--- src/common/do_route_pkg.sv ---
// Purpose: constants for the digital output routing logic
// Assumes: 50 MHz pclk, APB register access
// Notes: cycle lengths are held in whole seconds
// Behaviour
// - With a relay target, cycle length is accepted only from 5 to 120 s.
// - Without a relay target, cycle length is accepted from 1 to 120 s.
// - Mode 0 tracks demand; mode 1 switches at most once per cycle.
// - First cycle length resets to 10 s for relay output 1, else 2 s.
// - Second cycle length resets to 10 s on single-output variants, else 2 s.
// - One cycle mode setting governs both manipulated outputs.
// - Primary output routed by source code 1 to relay or event runs at least 5 s cycle.
// - Cooling output routed by source code 2 to relay or event runs at least 5 s cycle.
// - Source code 0 default, 1 primary, 2 cooling; selectors reset to 0.
// - Source code 3 drives (A and B) or (C and D).
// - Source code 4 drives (A or B) and (C or D).
// - Source code 5 drives the OR of all four slots.
// - Source code 6 drives the AND of all four slots.
// - Default: control outputs follow primary and cooling output status.
// - Default: event outputs follow internal events one to three.
// - Slot code 0 supplies constant 0, code 1 constant 1.
// - Slot codes 2 to 6 supply internal events one to five.
// - Slot codes 14, 15, 18, 19: primary, cooling, digital inputs.
// - Slot codes 26-28 internal contacts, 34-37 communication inputs.
// - Slot code 38 manual-mode flag, 39 ready-mode flag.
package do_route_pkg;
    localparam int NUM_OUT = 5;
    localparam int NUM_SLOT = 4;
    localparam int SEL_W = 3;
    localparam int SLOT_W = 6;
    localparam int CYC_W = 7;
    localparam int PCT_W = 7;
    // Register byte offsets
    localparam logic [11:0] CYCLE1_OFS = 12'h000;
    localparam logic [11:0] CYCLE2_OFS = 12'h004;
    localparam logic [11:0] MODE_OFS = 12'h008;
    localparam logic [11:0] SOURCE_OFS = 12'h00c;
    localparam logic [11:0] SLOT_BASE_OFS = 12'h010;
    localparam logic [11:0] DEMAND_OFS = 12'h024;
    localparam logic [11:0] STATUS_OFS = 12'h028;
    // Cycle limits in seconds, full-scale demand in percent
    localparam logic [6:0] CYC_MAX = 7'd120;
    localparam logic [6:0] CYC_MIN_RELAY = 7'd5;
    localparam logic [6:0] CYC_MIN_PLAIN = 7'd1;
    localparam logic [6:0] CYC_RST_RELAY = 7'd10;
    localparam logic [6:0] CYC_RST_PLAIN = 7'd2;
    localparam logic [6:0] PCT_FULL = 7'd100;
    // Source selector codes
    localparam logic [2:0] SRC_DEFAULT = 3'h0;
    localparam logic [2:0] SRC_PRIMARY = 3'h1;
    localparam logic [2:0] SRC_COOLING = 3'h2;
    localparam logic [2:0] SRC_FUNC1 = 3'h3;
    localparam logic [2:0] SRC_FUNC2 = 3'h4;
    localparam logic [2:0] SRC_FUNC3 = 3'h5;
    localparam logic [2:0] SRC_FUNC4 = 3'h6;
    // Slot codes
    localparam logic [5:0] SLOT_OFF = 6'h00;
    localparam logic [5:0] SLOT_ON = 6'h01;
    localparam logic [5:0] SLOT_EVT1 = 6'h02;
    localparam logic [5:0] SLOT_PRIMARY = 6'h0e;
    localparam logic [5:0] SLOT_COOLING = 6'h0f;
    localparam logic [5:0] SLOT_DI1 = 6'h12;
    localparam logic [5:0] SLOT_DI2 = 6'h13;
    localparam logic [5:0] SLOT_CONTACT1 = 6'h1a;
    localparam logic [5:0] SLOT_COMM1 = 6'h22;
    localparam logic [5:0] SLOT_MANUAL = 6'h26;
    localparam logic [5:0] SLOT_READY = 6'h27;
    // Timing
    localparam int CLK_HZ = 50000000;
    localparam int TICK_MS = 10;
    localparam int TICK_CYCLES = CLK_HZ / 1000 * TICK_MS;
    localparam int TICKS_PER_S = 1000 / TICK_MS;
endpackage

--- src/logic/do_output_mux.sv ---
// Purpose: one output's slot selection and source combination
// Assumes: all inputs on pclk domain
// Notes: purely combinational
`timescale 1ns/100ps
module do_output_mux (
    input wire logic [2:0] source_sel,
    input wire logic [23:0] slot_sel,
    input wire logic default_bit,
    input wire logic primary_bit,
    input wire logic cooling_bit,
    input wire logic [39:0] pool,
    output logic result
);
    logic [3:0] slot;
    always_comb begin
        for (int i = 0; i < do_route_pkg::NUM_SLOT; i++) begin
            // Pool is indexed by slot code; undefined codes hold 0
            if (slot_sel[i*6 +: 6] <= do_route_pkg::SLOT_READY) begin
                slot[i] = pool[slot_sel[i*6 +: 6]];
            end else begin
                slot[i] = 1'b0;
            end
        end
        case (source_sel)
            do_route_pkg::SRC_DEFAULT: result = default_bit;
            do_route_pkg::SRC_PRIMARY: result = primary_bit;
            do_route_pkg::SRC_COOLING: result = cooling_bit;
            do_route_pkg::SRC_FUNC1:
                result = (slot[0] & slot[1]) | (slot[2] & slot[3]);
            do_route_pkg::SRC_FUNC2:
                result = (slot[0] | slot[1]) & (slot[2] | slot[3]);
            do_route_pkg::SRC_FUNC3: result = |slot;
            do_route_pkg::SRC_FUNC4: result = &slot;
            default: result = 1'b0;
        endcase
    end
endmodule

--- src/logic/do_route.sv ---
// Purpose: time-proportioned outputs and digital output routing
// Assumes: APB slave, 50 MHz pclk, straps stable after reset
// Notes: registers hold selectors, cycle lengths, mode and demands
//
// Local design decisions: register access over APB and the register offsets.
`timescale 1ns/100ps
module do_route #(
    parameter int TICK_CYCLES = do_route_pkg::TICK_CYCLES
) (
    input wire logic pclk,
    input wire logic presetn,
    input wire logic psel,
    input wire logic penable,
    input wire logic pwrite,
    input wire logic [11:0] paddr,
    input wire logic [31:0] pwdata,
    output logic [31:0] prdata,
    output logic pready,
    output logic pslverr,
    input wire logic out1_is_relay,
    input wire logic out2_is_relay,
    input wire logic single_output_variant,
    input wire logic [4:0] internal_event,
    input wire logic digital_input_one,
    input wire logic digital_input_two,
    input wire logic [2:0] internal_contact,
    input wire logic [3:0] comm_input,
    input wire logic manual_mode,
    input wire logic ready_mode,
    output logic [1:0] control_out,
    output logic [2:0] event_out
);
    // ------------------------------------------------------------
    // State
    // ------------------------------------------------------------
    typedef struct packed {
        logic [6:0] cyc1;
        logic [6:0] cyc2;
        logic mode;
        logic [14:0] src;
        logic [119:0] slots;
        logic [6:0] dem1;
        logic [6:0] dem2;
        logic strap_done;
        logic [2:0] di1_sync;
        logic [2:0] di2_sync;
        logic di1;
        logic di2;
        logic [22:0] tick_cnt;
        logic [6:0] sub_cnt;
        logic [6:0] sec1;
        logic [6:0] sec2;
        logic [6:0] run1;
        logic [6:0] run2;
        logic [6:0] dem1_lat;
        logic [6:0] dem2_lat;
        logic mv1;
        logic mv2;
        logic off1;
        logic off2;
        logic [1:0] ctl;
        logic [2:0] evt;
        logic [31:0] rdata;
    } state_t;
    state_t st_reg, st_next;

    logic [39:0] pool;
    logic [4:0] mux_out;
    logic [4:0] is_relay_out;
    logic mv1_on_relay, mv2_on_relay;
    logic [6:0] min1, min2;
    logic [6:0] eff1, eff2;
    logic write_en;
    logic tick, sec_tick;
    logic [20:0] on1_t, on2_t, pos1_t, pos2_t;

    assign pready = 1'b1;
    assign pslverr = 1'b0;
    assign prdata = st_reg.rdata;
    assign control_out = st_reg.ctl;
    assign event_out = st_reg.evt;
    assign write_en = psel & penable & pwrite;

    // ------------------------------------------------------------
    // Slot pool
    // ------------------------------------------------------------
    always_comb begin
        pool = '0;
        pool[do_route_pkg::SLOT_ON] = 1'b1;
        pool[do_route_pkg::SLOT_EVT1 +: 5] = internal_event;
        pool[do_route_pkg::SLOT_PRIMARY] = st_reg.mv1;
        pool[do_route_pkg::SLOT_COOLING] = st_reg.mv2;
        pool[do_route_pkg::SLOT_DI1] = st_reg.di1;
        pool[do_route_pkg::SLOT_DI2] = st_reg.di2;
        pool[do_route_pkg::SLOT_CONTACT1 +: 3] = internal_contact;
        pool[do_route_pkg::SLOT_COMM1 +: 4] = comm_input;
        pool[do_route_pkg::SLOT_MANUAL] = manual_mode;
        pool[do_route_pkg::SLOT_READY] = ready_mode;
    end

    // ------------------------------------------------------------
    // Output selectors
    // ------------------------------------------------------------
    genvar g;
    generate
        for (g = 0; g < do_route_pkg::NUM_OUT; g++) begin : g_out
            logic dflt;
            if (g == 0) begin : g_c1
                assign dflt = st_reg.mv1;
            end else if (g == 1) begin : g_c2
                assign dflt = st_reg.mv2;
            end else begin : g_ev
                assign dflt = internal_event[g-2];
            end
            do_output_mux u_mux (
                .source_sel(st_reg.src[g*3 +: 3]),
                .slot_sel(st_reg.slots[g*24 +: 24]),
                .default_bit(dflt),
                .primary_bit(st_reg.mv1),
                .cooling_bit(st_reg.mv2),
                .pool(pool),
                .result(mux_out[g])
            );
        end
    endgenerate

    // ------------------------------------------------------------
    // Cycle limits
    // ------------------------------------------------------------
    assign is_relay_out = {3'b111, out2_is_relay, out1_is_relay};
    always_comb begin
        mv1_on_relay = 1'b0;
        mv2_on_relay = 1'b0;
        for (int i = 0; i < do_route_pkg::NUM_OUT; i++) begin
            if (is_relay_out[i]
                && st_reg.src[i*3 +: 3] == do_route_pkg::SRC_PRIMARY) begin
                mv1_on_relay = 1'b1;
            end
            if (is_relay_out[i]
                && st_reg.src[i*3 +: 3] == do_route_pkg::SRC_COOLING) begin
                mv2_on_relay = 1'b1;
            end
        end
        min1 = out1_is_relay ? do_route_pkg::CYC_MIN_RELAY
                             : do_route_pkg::CYC_MIN_PLAIN;
        min2 = out2_is_relay ? do_route_pkg::CYC_MIN_RELAY
                             : do_route_pkg::CYC_MIN_PLAIN;
        eff1 = st_reg.cyc1;
        eff2 = st_reg.cyc2;
        if (mv1_on_relay && eff1 < do_route_pkg::CYC_MIN_RELAY) begin
            eff1 = do_route_pkg::CYC_MIN_RELAY;
        end
        if (mv2_on_relay && eff2 < do_route_pkg::CYC_MIN_RELAY) begin
            eff2 = do_route_pkg::CYC_MIN_RELAY;
        end
    end

    assign tick = (st_reg.tick_cnt == 23'(TICK_CYCLES - 1));
    assign sec_tick = tick
        && (st_reg.sub_cnt == 7'(do_route_pkg::TICKS_PER_S - 1));
    assign on1_t = 21'(st_reg.dem1_lat * st_reg.run1
        * do_route_pkg::TICKS_PER_S);
    assign on2_t = 21'(st_reg.dem2_lat * st_reg.run2
        * do_route_pkg::TICKS_PER_S);
    assign pos1_t = 21'((st_reg.sec1 * do_route_pkg::TICKS_PER_S
        + st_reg.sub_cnt) * do_route_pkg::PCT_FULL);
    assign pos2_t = 21'((st_reg.sec2 * do_route_pkg::TICKS_PER_S
        + st_reg.sub_cnt) * do_route_pkg::PCT_FULL);

    // ------------------------------------------------------------
    // Next state
    // ------------------------------------------------------------
    always_comb begin
        st_next = st_reg;
        st_next.di1_sync = {st_reg.di1_sync[1:0], digital_input_one};
        st_next.di2_sync = {st_reg.di2_sync[1:0], digital_input_two};
        if (st_reg.di1_sync[1] == st_reg.di1_sync[2]) begin
            st_next.di1 = st_reg.di1_sync[2];
        end
        if (st_reg.di2_sync[1] == st_reg.di2_sync[2]) begin
            st_next.di2 = st_reg.di2_sync[2];
        end
        // Reset values caught once after release
        if (!st_reg.strap_done) begin
            st_next.strap_done = 1'b1;
            st_next.cyc1 = out1_is_relay ? do_route_pkg::CYC_RST_RELAY
                                         : do_route_pkg::CYC_RST_PLAIN;
            st_next.cyc2 = single_output_variant
                ? do_route_pkg::CYC_RST_RELAY
                : do_route_pkg::CYC_RST_PLAIN;
        end
        if (write_en) begin
            case (paddr)
                do_route_pkg::CYCLE1_OFS:
                    if (pwdata[6:0] >= min1
                        && pwdata[6:0] <= do_route_pkg::CYC_MAX
                        && pwdata[31:7] == '0) begin
                        st_next.cyc1 = pwdata[6:0];
                    end
                do_route_pkg::CYCLE2_OFS:
                    if (pwdata[6:0] >= min2
                        && pwdata[6:0] <= do_route_pkg::CYC_MAX
                        && pwdata[31:7] == '0) begin
                        st_next.cyc2 = pwdata[6:0];
                    end
                do_route_pkg::MODE_OFS: st_next.mode = pwdata[0];
                do_route_pkg::SOURCE_OFS: st_next.src = pwdata[14:0];
                do_route_pkg::DEMAND_OFS: begin
                    if (pwdata[6:0] <= do_route_pkg::PCT_FULL) begin
                        st_next.dem1 = pwdata[6:0];
                    end
                    if (pwdata[14:8] <= do_route_pkg::PCT_FULL) begin
                        st_next.dem2 = pwdata[14:8];
                    end
                end
                default: begin
                    for (int i = 0; i < do_route_pkg::NUM_OUT; i++) begin
                        if (paddr == do_route_pkg::SLOT_BASE_OFS
                            + 12'(4 * i)) begin
                            st_next.slots[i*24 +: 24] = pwdata[23:0];
                        end
                    end
                end
            endcase
        end
        // Read data captured in setup phase
        if (psel && !penable) begin
            st_next.rdata = '0;
            case (paddr)
                do_route_pkg::CYCLE1_OFS: st_next.rdata[6:0] = st_reg.cyc1;
                do_route_pkg::CYCLE2_OFS: st_next.rdata[6:0] = st_reg.cyc2;
                do_route_pkg::MODE_OFS: st_next.rdata[0] = st_reg.mode;
                do_route_pkg::SOURCE_OFS: st_next.rdata[14:0] = st_reg.src;
                do_route_pkg::DEMAND_OFS:
                    st_next.rdata[14:0] = {st_reg.dem2, 1'b0,
                                           st_reg.dem1};
                do_route_pkg::STATUS_OFS:
                    st_next.rdata[20:0] = {st_reg.sec2, st_reg.sec1,
                        st_reg.mv2, st_reg.mv1, st_reg.evt, st_reg.ctl};
                default: begin
                    for (int i = 0; i < do_route_pkg::NUM_OUT; i++) begin
                        if (paddr == do_route_pkg::SLOT_BASE_OFS
                            + 12'(4 * i)) begin
                            st_next.rdata[23:0] = st_reg.slots[i*24 +: 24];
                        end
                    end
                end
            endcase
        end
        // Time base
        st_next.tick_cnt = tick ? '0 : st_reg.tick_cnt + 23'd1;
        if (tick) begin
            st_next.sub_cnt = sec_tick ? '0 : st_reg.sub_cnt + 7'd1;
        end
        if (sec_tick) begin
            st_next.sec1 = st_reg.sec1 + 7'd1;
            st_next.sec2 = st_reg.sec2 + 7'd1;
            if (st_reg.sec1 + 7'd1 >= st_reg.run1) begin
                st_next.sec1 = '0;
                st_next.run1 = eff1;
                st_next.dem1_lat = st_reg.dem1;
                st_next.off1 = 1'b0;
            end
            if (st_reg.sec2 + 7'd1 >= st_reg.run2) begin
                st_next.sec2 = '0;
                st_next.run2 = eff2;
                st_next.dem2_lat = st_reg.dem2;
                st_next.off2 = 1'b0;
            end
        end
        // Duty: demand held per cycle in mode 1, live in mode 0
        if (!st_reg.mode) begin
            st_next.dem1_lat = st_reg.dem1;
            st_next.dem2_lat = st_reg.dem2;
        end
        st_next.mv1 = !st_reg.off1 && pos1_t < on1_t;
        st_next.mv2 = !st_reg.off2 && pos2_t < on2_t;
        if (st_reg.mode && st_reg.mv1 && !(pos1_t < on1_t)) begin
            st_next.off1 = 1'b1;
        end
        if (st_reg.mode && st_reg.mv2 && !(pos2_t < on2_t)) begin
            st_next.off2 = 1'b1;
        end
        st_next.ctl = mux_out[1:0];
        st_next.evt = mux_out[4:2];
    end

    always_ff @(posedge pclk or negedge presetn) begin
        if (!presetn) begin
            st_reg <= '0;
            st_reg.cyc1 <= do_route_pkg::CYC_RST_PLAIN;
            st_reg.cyc2 <= do_route_pkg::CYC_RST_PLAIN;
            st_reg.run1 <= do_route_pkg::CYC_RST_PLAIN;
            st_reg.run2 <= do_route_pkg::CYC_RST_PLAIN;
        end else begin
            st_reg <= st_next;
        end
    end

    // ------------------------------------------------------------
    // Checks
    // ------------------------------------------------------------
    cycle_max_a: assert property (@(posedge pclk) disable iff (!presetn)
        st_reg.cyc1 <= do_route_pkg::CYC_MAX
        && st_reg.cyc2 <= do_route_pkg::CYC_MAX)
        else $error("cycle length above limit");
    relay_min_a: assert property (@(posedge pclk) disable iff (!presetn)
        sec_tick && mv1_on_relay |=> st_reg.run1 >= 7'd5 || st_reg.sec1 != 0)
        else $error("relay cycle below five seconds");
    relay_min2_a: assert property (@(posedge pclk) disable iff (!presetn)
        sec_tick && mv2_on_relay |=> st_reg.run2 >= 7'd5 || st_reg.sec2 != 0)
        else $error("cooling relay cycle below five seconds");
    cyc_refuse_a: assert property (@(posedge pclk) disable iff (!presetn)
        write_en && paddr == do_route_pkg::CYCLE1_OFS && out1_is_relay
        && pwdata < 32'(do_route_pkg::CYC_MIN_RELAY)
        |=> $stable(st_reg.cyc1))
        else $error("short relay cycle accepted");
    reset_cycle_a: assert property (@(posedge pclk)
        disable iff (!presetn)
        !st_reg.strap_done && out1_is_relay |=> st_reg.cyc1 == 7'd10)
        else $error("first cycle reset wrong");
    reset_cyc2_a: assert property (@(posedge pclk) disable iff (!presetn)
        !st_reg.strap_done && single_output_variant
        |=> st_reg.cyc2 == do_route_pkg::CYC_RST_RELAY)
        else $error("second cycle reset wrong");
    func1_out_a: assert property (@(posedge pclk) disable iff (!presetn)
        st_reg.src[8:6] == do_route_pkg::SRC_FUNC1 |=> st_reg.evt[0]
        == $past((g_out[2].u_mux.slot[0] & g_out[2].u_mux.slot[1])
        | (g_out[2].u_mux.slot[2] & g_out[2].u_mux.slot[3])))
        else $error("event one function one wrong");
    default_evt_a: assert property (@(posedge pclk)
        disable iff (!presetn)
        st_reg.src[8:6] == 3'h0 |=> st_reg.evt[0] == $past(internal_event[0]))
        else $error("event one default wrong");
    ctl_dflt_a: assert property (@(posedge pclk) disable iff (!presetn)
        st_reg.src[2:0] == do_route_pkg::SRC_DEFAULT
        |=> st_reg.ctl[0] == $past(st_reg.mv1))
        else $error("control output one default wrong");
    ctl_cool_a: assert property (@(posedge pclk) disable iff (!presetn)
        st_reg.src[2:0] == do_route_pkg::SRC_COOLING
        |=> st_reg.ctl[0] == $past(st_reg.mv2))
        else $error("control output one cooling source wrong");
    zero_demand_a: assert property (@(posedge pclk)
        disable iff (!presetn)
        st_reg.dem1_lat == 7'd0 && st_reg.mode == 1'b0 |=> !st_reg.mv1)
        else $error("output on with zero demand");
    once_per_cyc_a: assert property (@(posedge pclk)
        disable iff (!presetn)
        st_reg.off1 |-> !st_reg.mv1 || st_reg.sec1 == 0)
        else $error("second switch in one cycle");
    dem_hold_a: assert property (@(posedge pclk) disable iff (!presetn)
        st_reg.mode && !sec_tick
        |=> $stable({st_reg.dem1_lat, st_reg.dem2_lat}))
        else $error("demand changed inside a cycle");
    mode_write_a: assert property (@(posedge pclk)
        disable iff (!presetn)
        write_en && paddr == do_route_pkg::MODE_OFS
        |=> st_reg.mode == $past(pwdata[0]))
        else $error("mode not stored");
endmodule

--- config.mk ---
export PLATFORM = sky130hd
export DESIGN_NAME = do_route
export DESIGN_NICKNAME = d
export VERILOG_FILES = /design/src/common/do_route_pkg.sv /design/src/logic/do_output_mux.sv /design/src/logic/do_route.sv
export SDC_FILE = /design/constraint.sdc
export NUM_CORES = 1
export LEC_CHECK = 0
export BUFFER_PORTS_ARGS = -buffer_cell sky130_fd_sc_hd__buf_2
export CORE_ASPECT_RATIO = 1.5
export CORE_MARGIN = 2
export CORE_UTILIZATION = 40
export DETAILED_ROUTE_END_ITERATION = 10
export SLEW_MARGIN = 25
export SYNTH_ARGS = -nofsm -noshare
export SYNTH_HDL_FRONTEND = slang
export SYNTH_SLANG_ARGS = --single-unit
--- constraint.sdc ---
create_clock -name pclk -period 7.8 [get_ports pclk]
set_clock_uncertainty 0.05 [all_clocks]
set_input_delay 0.78 -clock pclk [delete_from_list [all_inputs] [get_ports pclk]]
set_output_delay 0.78 -clock pclk [all_outputs]
set_load 0.02 [all_outputs]
==> results by group <==
Run status
  – Status: completed

Cells and area
  – Ant diodes: 0
  – Share of layout cells above drive strength 1: 15.5%
  – Area grow syn2layout: 8.09%
  – Fin nets: 3519
  – Max reg flops: 241
  – Post-route cell area: 30200 µm²

Clocking
  – Sink Count: 278
  – Clock Latency Late Sink: 0.59 ns
  – CTS clk-pin slew, worst paths: 0.07 ns
  – Clock root cell: clkbuf_16
  – CTS Buf Count: 31
  – Htree depth: 1
  – CTS tree: yes
  – Max Buffers Root-to-Sink: 3
  – Cts hold-fix bufs: 0

Synth
  – Post-synth top area cell: dfrtp_1
  – Register area share after synthesis: 24.9%
  – Most common cell in the netlist: ha_1
  – Synth cell count leaders: 357 x ha_1, 274 x dfrtp_1, 250 x inv_1
  – Synth cell types: 96
  – Cells after Synth: 3018
  – Yosys warnings: 0
  – Top cell type's share of synthesized area: 24.5%
  – Post-synth EDFFs: 0
  – Ys async rst share: 100%
  – Post-Synthesis Cell Area: 27900 µm²
  – Dominant synthesized flop cell: dfrtp_1
  – Ranking of synthesized cells by area: dfrtp_1 25%, ha_1 16%, mux2_2 7.1%
  – Mean Syn Cell Area: 9.26 µm²
  – Synth Register Bits: 278

GRT
  – Number of global-route vias before repair: 22400
  – Gr usage total: 22.8%
  – Pin count of the biggest net entering global routing: 86
  – First-pass GRT wire length: 129000 µm
  – GR Overflow Total: 0
  – Initial antenna violation count: 3

Setup path
  – Slowest cell on crit path: fa_1
  – Crit path capture type: register
  – Max incr delay on CP: 0.53 ns
  – FF-to-FF path depth: 30
  – CP Data Required Time: 8.20 ns
  – Setup crit start: st_reg[58]
  – CP max FO: 5
  – Top cell by count, worst path: inv_1
  – Register-to-register setup slack: 0.36 ns
  – CP endpoint: st_reg[37]
  – WS Path Type: register to register
  – Worst setup SP type: register
  – R2R Path Start: st_reg[58]
  – Worst r2r dst: st_reg[37]
  – Data arrival, critical path: 7.84 ns

Place
  – Final HPWL DP: 62000 µm
  – Routability congestion estimate: 0.885
  – Placed instance area: 29000 µm²
  – Port bufs: 96

Power
  – P per Cell Area: 104 nW/µm²
  – Maximum VDD drop: 0.136 mV
  – Pleak: 15.0 nW

Routing
  – DR iter-0 viols: 1202
  – Remaining antenna violation count after routing: 0
  – Vias: 22500
  – WL final: 82400 µm
  – Drt pass-1 iters: 5
  – # DRC: 0
  – Drt wl/cell: 21.0 µm
  – Vias per cell: 5.74

Timing
  – Relative slew slack: 32.1%
  – Slew @ Worst Pin: 1.01 ns
  – Setup tns final: 0 ns
  – Final hold slack: 0.104 ns
  – Minimum clock period: 7.44 ns
  – Tcrit/Tclk final: 95.3%
  – Slew Viols, Final: 0
  – Hold Violations, Final: 0
  – Finish-stage setup viols: 0
  – FMAX: 134 MHz
  – RSZ-0062 raised after global routing: yes

Worst hold path
  – Tightest Hold Check Type: primary input to asynchronous set/reset pin

Die
  – Die W: 220 µm
  – Core ar.: 69100 µm²
  – Num rows: 118
  – DIE AREA: 72000 µm²
  – Num ports: 107
  – Die H: 328 µm
  – Initial Utilization: 40.4%

Flow run
  – Max-Cap Viols: 0
cell families (layout without fill, tap and decap cells):
logic type / after synthesis / count (layout) / share of synthesized area, %
buf+inv: 451 / 450 / 6.81
fa+ha+maj: 452 / 452 / 22.7
compound gates: 654 / 654 / 15.8
xor+xnor: 151 / 151 / 4.73
mux: 247 / 247 / 10.4
other cells: 2 / 11 / 0.0269
flops: 278 / 278 / 24.9
simple gates: 783 / 783 / 14.6
routing by layer:
layer  global-route usage (%)  part of all wire, %  vias to the layer above
met5                        0                    0                        -
met4                     10.6                  5.4                        0
met3                     1.81                  4.4                      219
met2                     41.4                   51                      640
met1                     27.0                   39                    11000
li1                         -                    -                    10700
per-stage QoR:
stage | utilization, % | instances | setup WS (ns) | total power [mW]
after global placement | 41.9 | 3861 | 0.249 | 1.69
after floorplan | - | 3027 | 0.417 | 1.58
final | 43.7 | 3926 | 0.364 | 3.14
after detailed placement | 41.9 | 3861 | 0.0883 | 1.69
after global routing | 43.7 | 3926 | -0.0737 | 3.24
after CTS | 43.3 | 3918 | 0.0998 | 3.17
area by class of cell:
cell class / instances / area, µm²
timing repair buffer: 143 / 843
multi-input combinational: 2298 / 19300
clock buffer: 44 / 885
clock inverter: 13 / 109
tap: 900 / 1130
sequential: 278 / 6970
fill: 6904 / 38900
inverter: 250 / 938
placed cells by master (no fill, tap or decap), drive strengths merged, types with 18 or more instances in the layout:
master | netlist | final
o21ai | 168 | 168
mux2 | 176 | 176
a21o | 44 | 44
nor2b | 45 | 45
dfrtp | 274 | 274
nor4 | 27 | 27
nor3 | 56 | 56
buf | 86 | 143
a21oi | 112 | 112
nand2b | 34 | 34
a22oi | 68 | 68
xor2 | 58 | 58
inv | 250 | 253
mux4 | 18 | 18
nor2 | 147 | 147
and2 | 81 | 81
a211oi | 21 | 21
mux2i | 53 | 53
nand3 | 69 | 69
ha | 357 | 357
a221oi | 34 | 34
xnor2 | 93 | 93
a31oi | 39 | 39
nand2 | 214 | 214
clkbuf | 115 | 44
fa | 92 | 92
and3 | 21 | 21
where the power goes:
group / leakage (nW) / internal (mW) / total, mW / switching, mW
Clock: 0.485 / 0.822 / 1.47 / 0.653
Sequential: 3.68 / 1.45 / 1.46 / 0.00964
Combinational: 10.8 / 0.0559 / 0.212 / 0.156
Total: 15.0 / 2.33 / 3.14 / 0.818
worst max-delay path, delay by kind of cell, from the launching register on:
kind / cells / cell delay (ns)
DFF: 1 / 0.42
adders and majority gates: 10 / 4.02
and+or+nand+nor: 2 / 0.22
xor gates and xnor gates: 2 / 0.40
buffers and inverters: 6 / 0.33
AOI/OAI and AO/OA: 10 / 1.86
worst min path at each step:
stage | end | cells past startpoint
2_1_floorplan | st_next[117] | 0
3_3_place_gp | st_next[117] | 0
3_5_place_dp | st_next[117] | 0
4_1_cts | st_reg[187] | 1
5_1_grt | prdata[0] | 1
6_report | st_reg[187] | 1
what timing repair did:
item                                    4_1_cts  5_1_grt
endpoints found under the setup margin        0        4
gates resized for setup                       0       40
setup buffers                                 0        8
(Power assumes the default switching activity.)
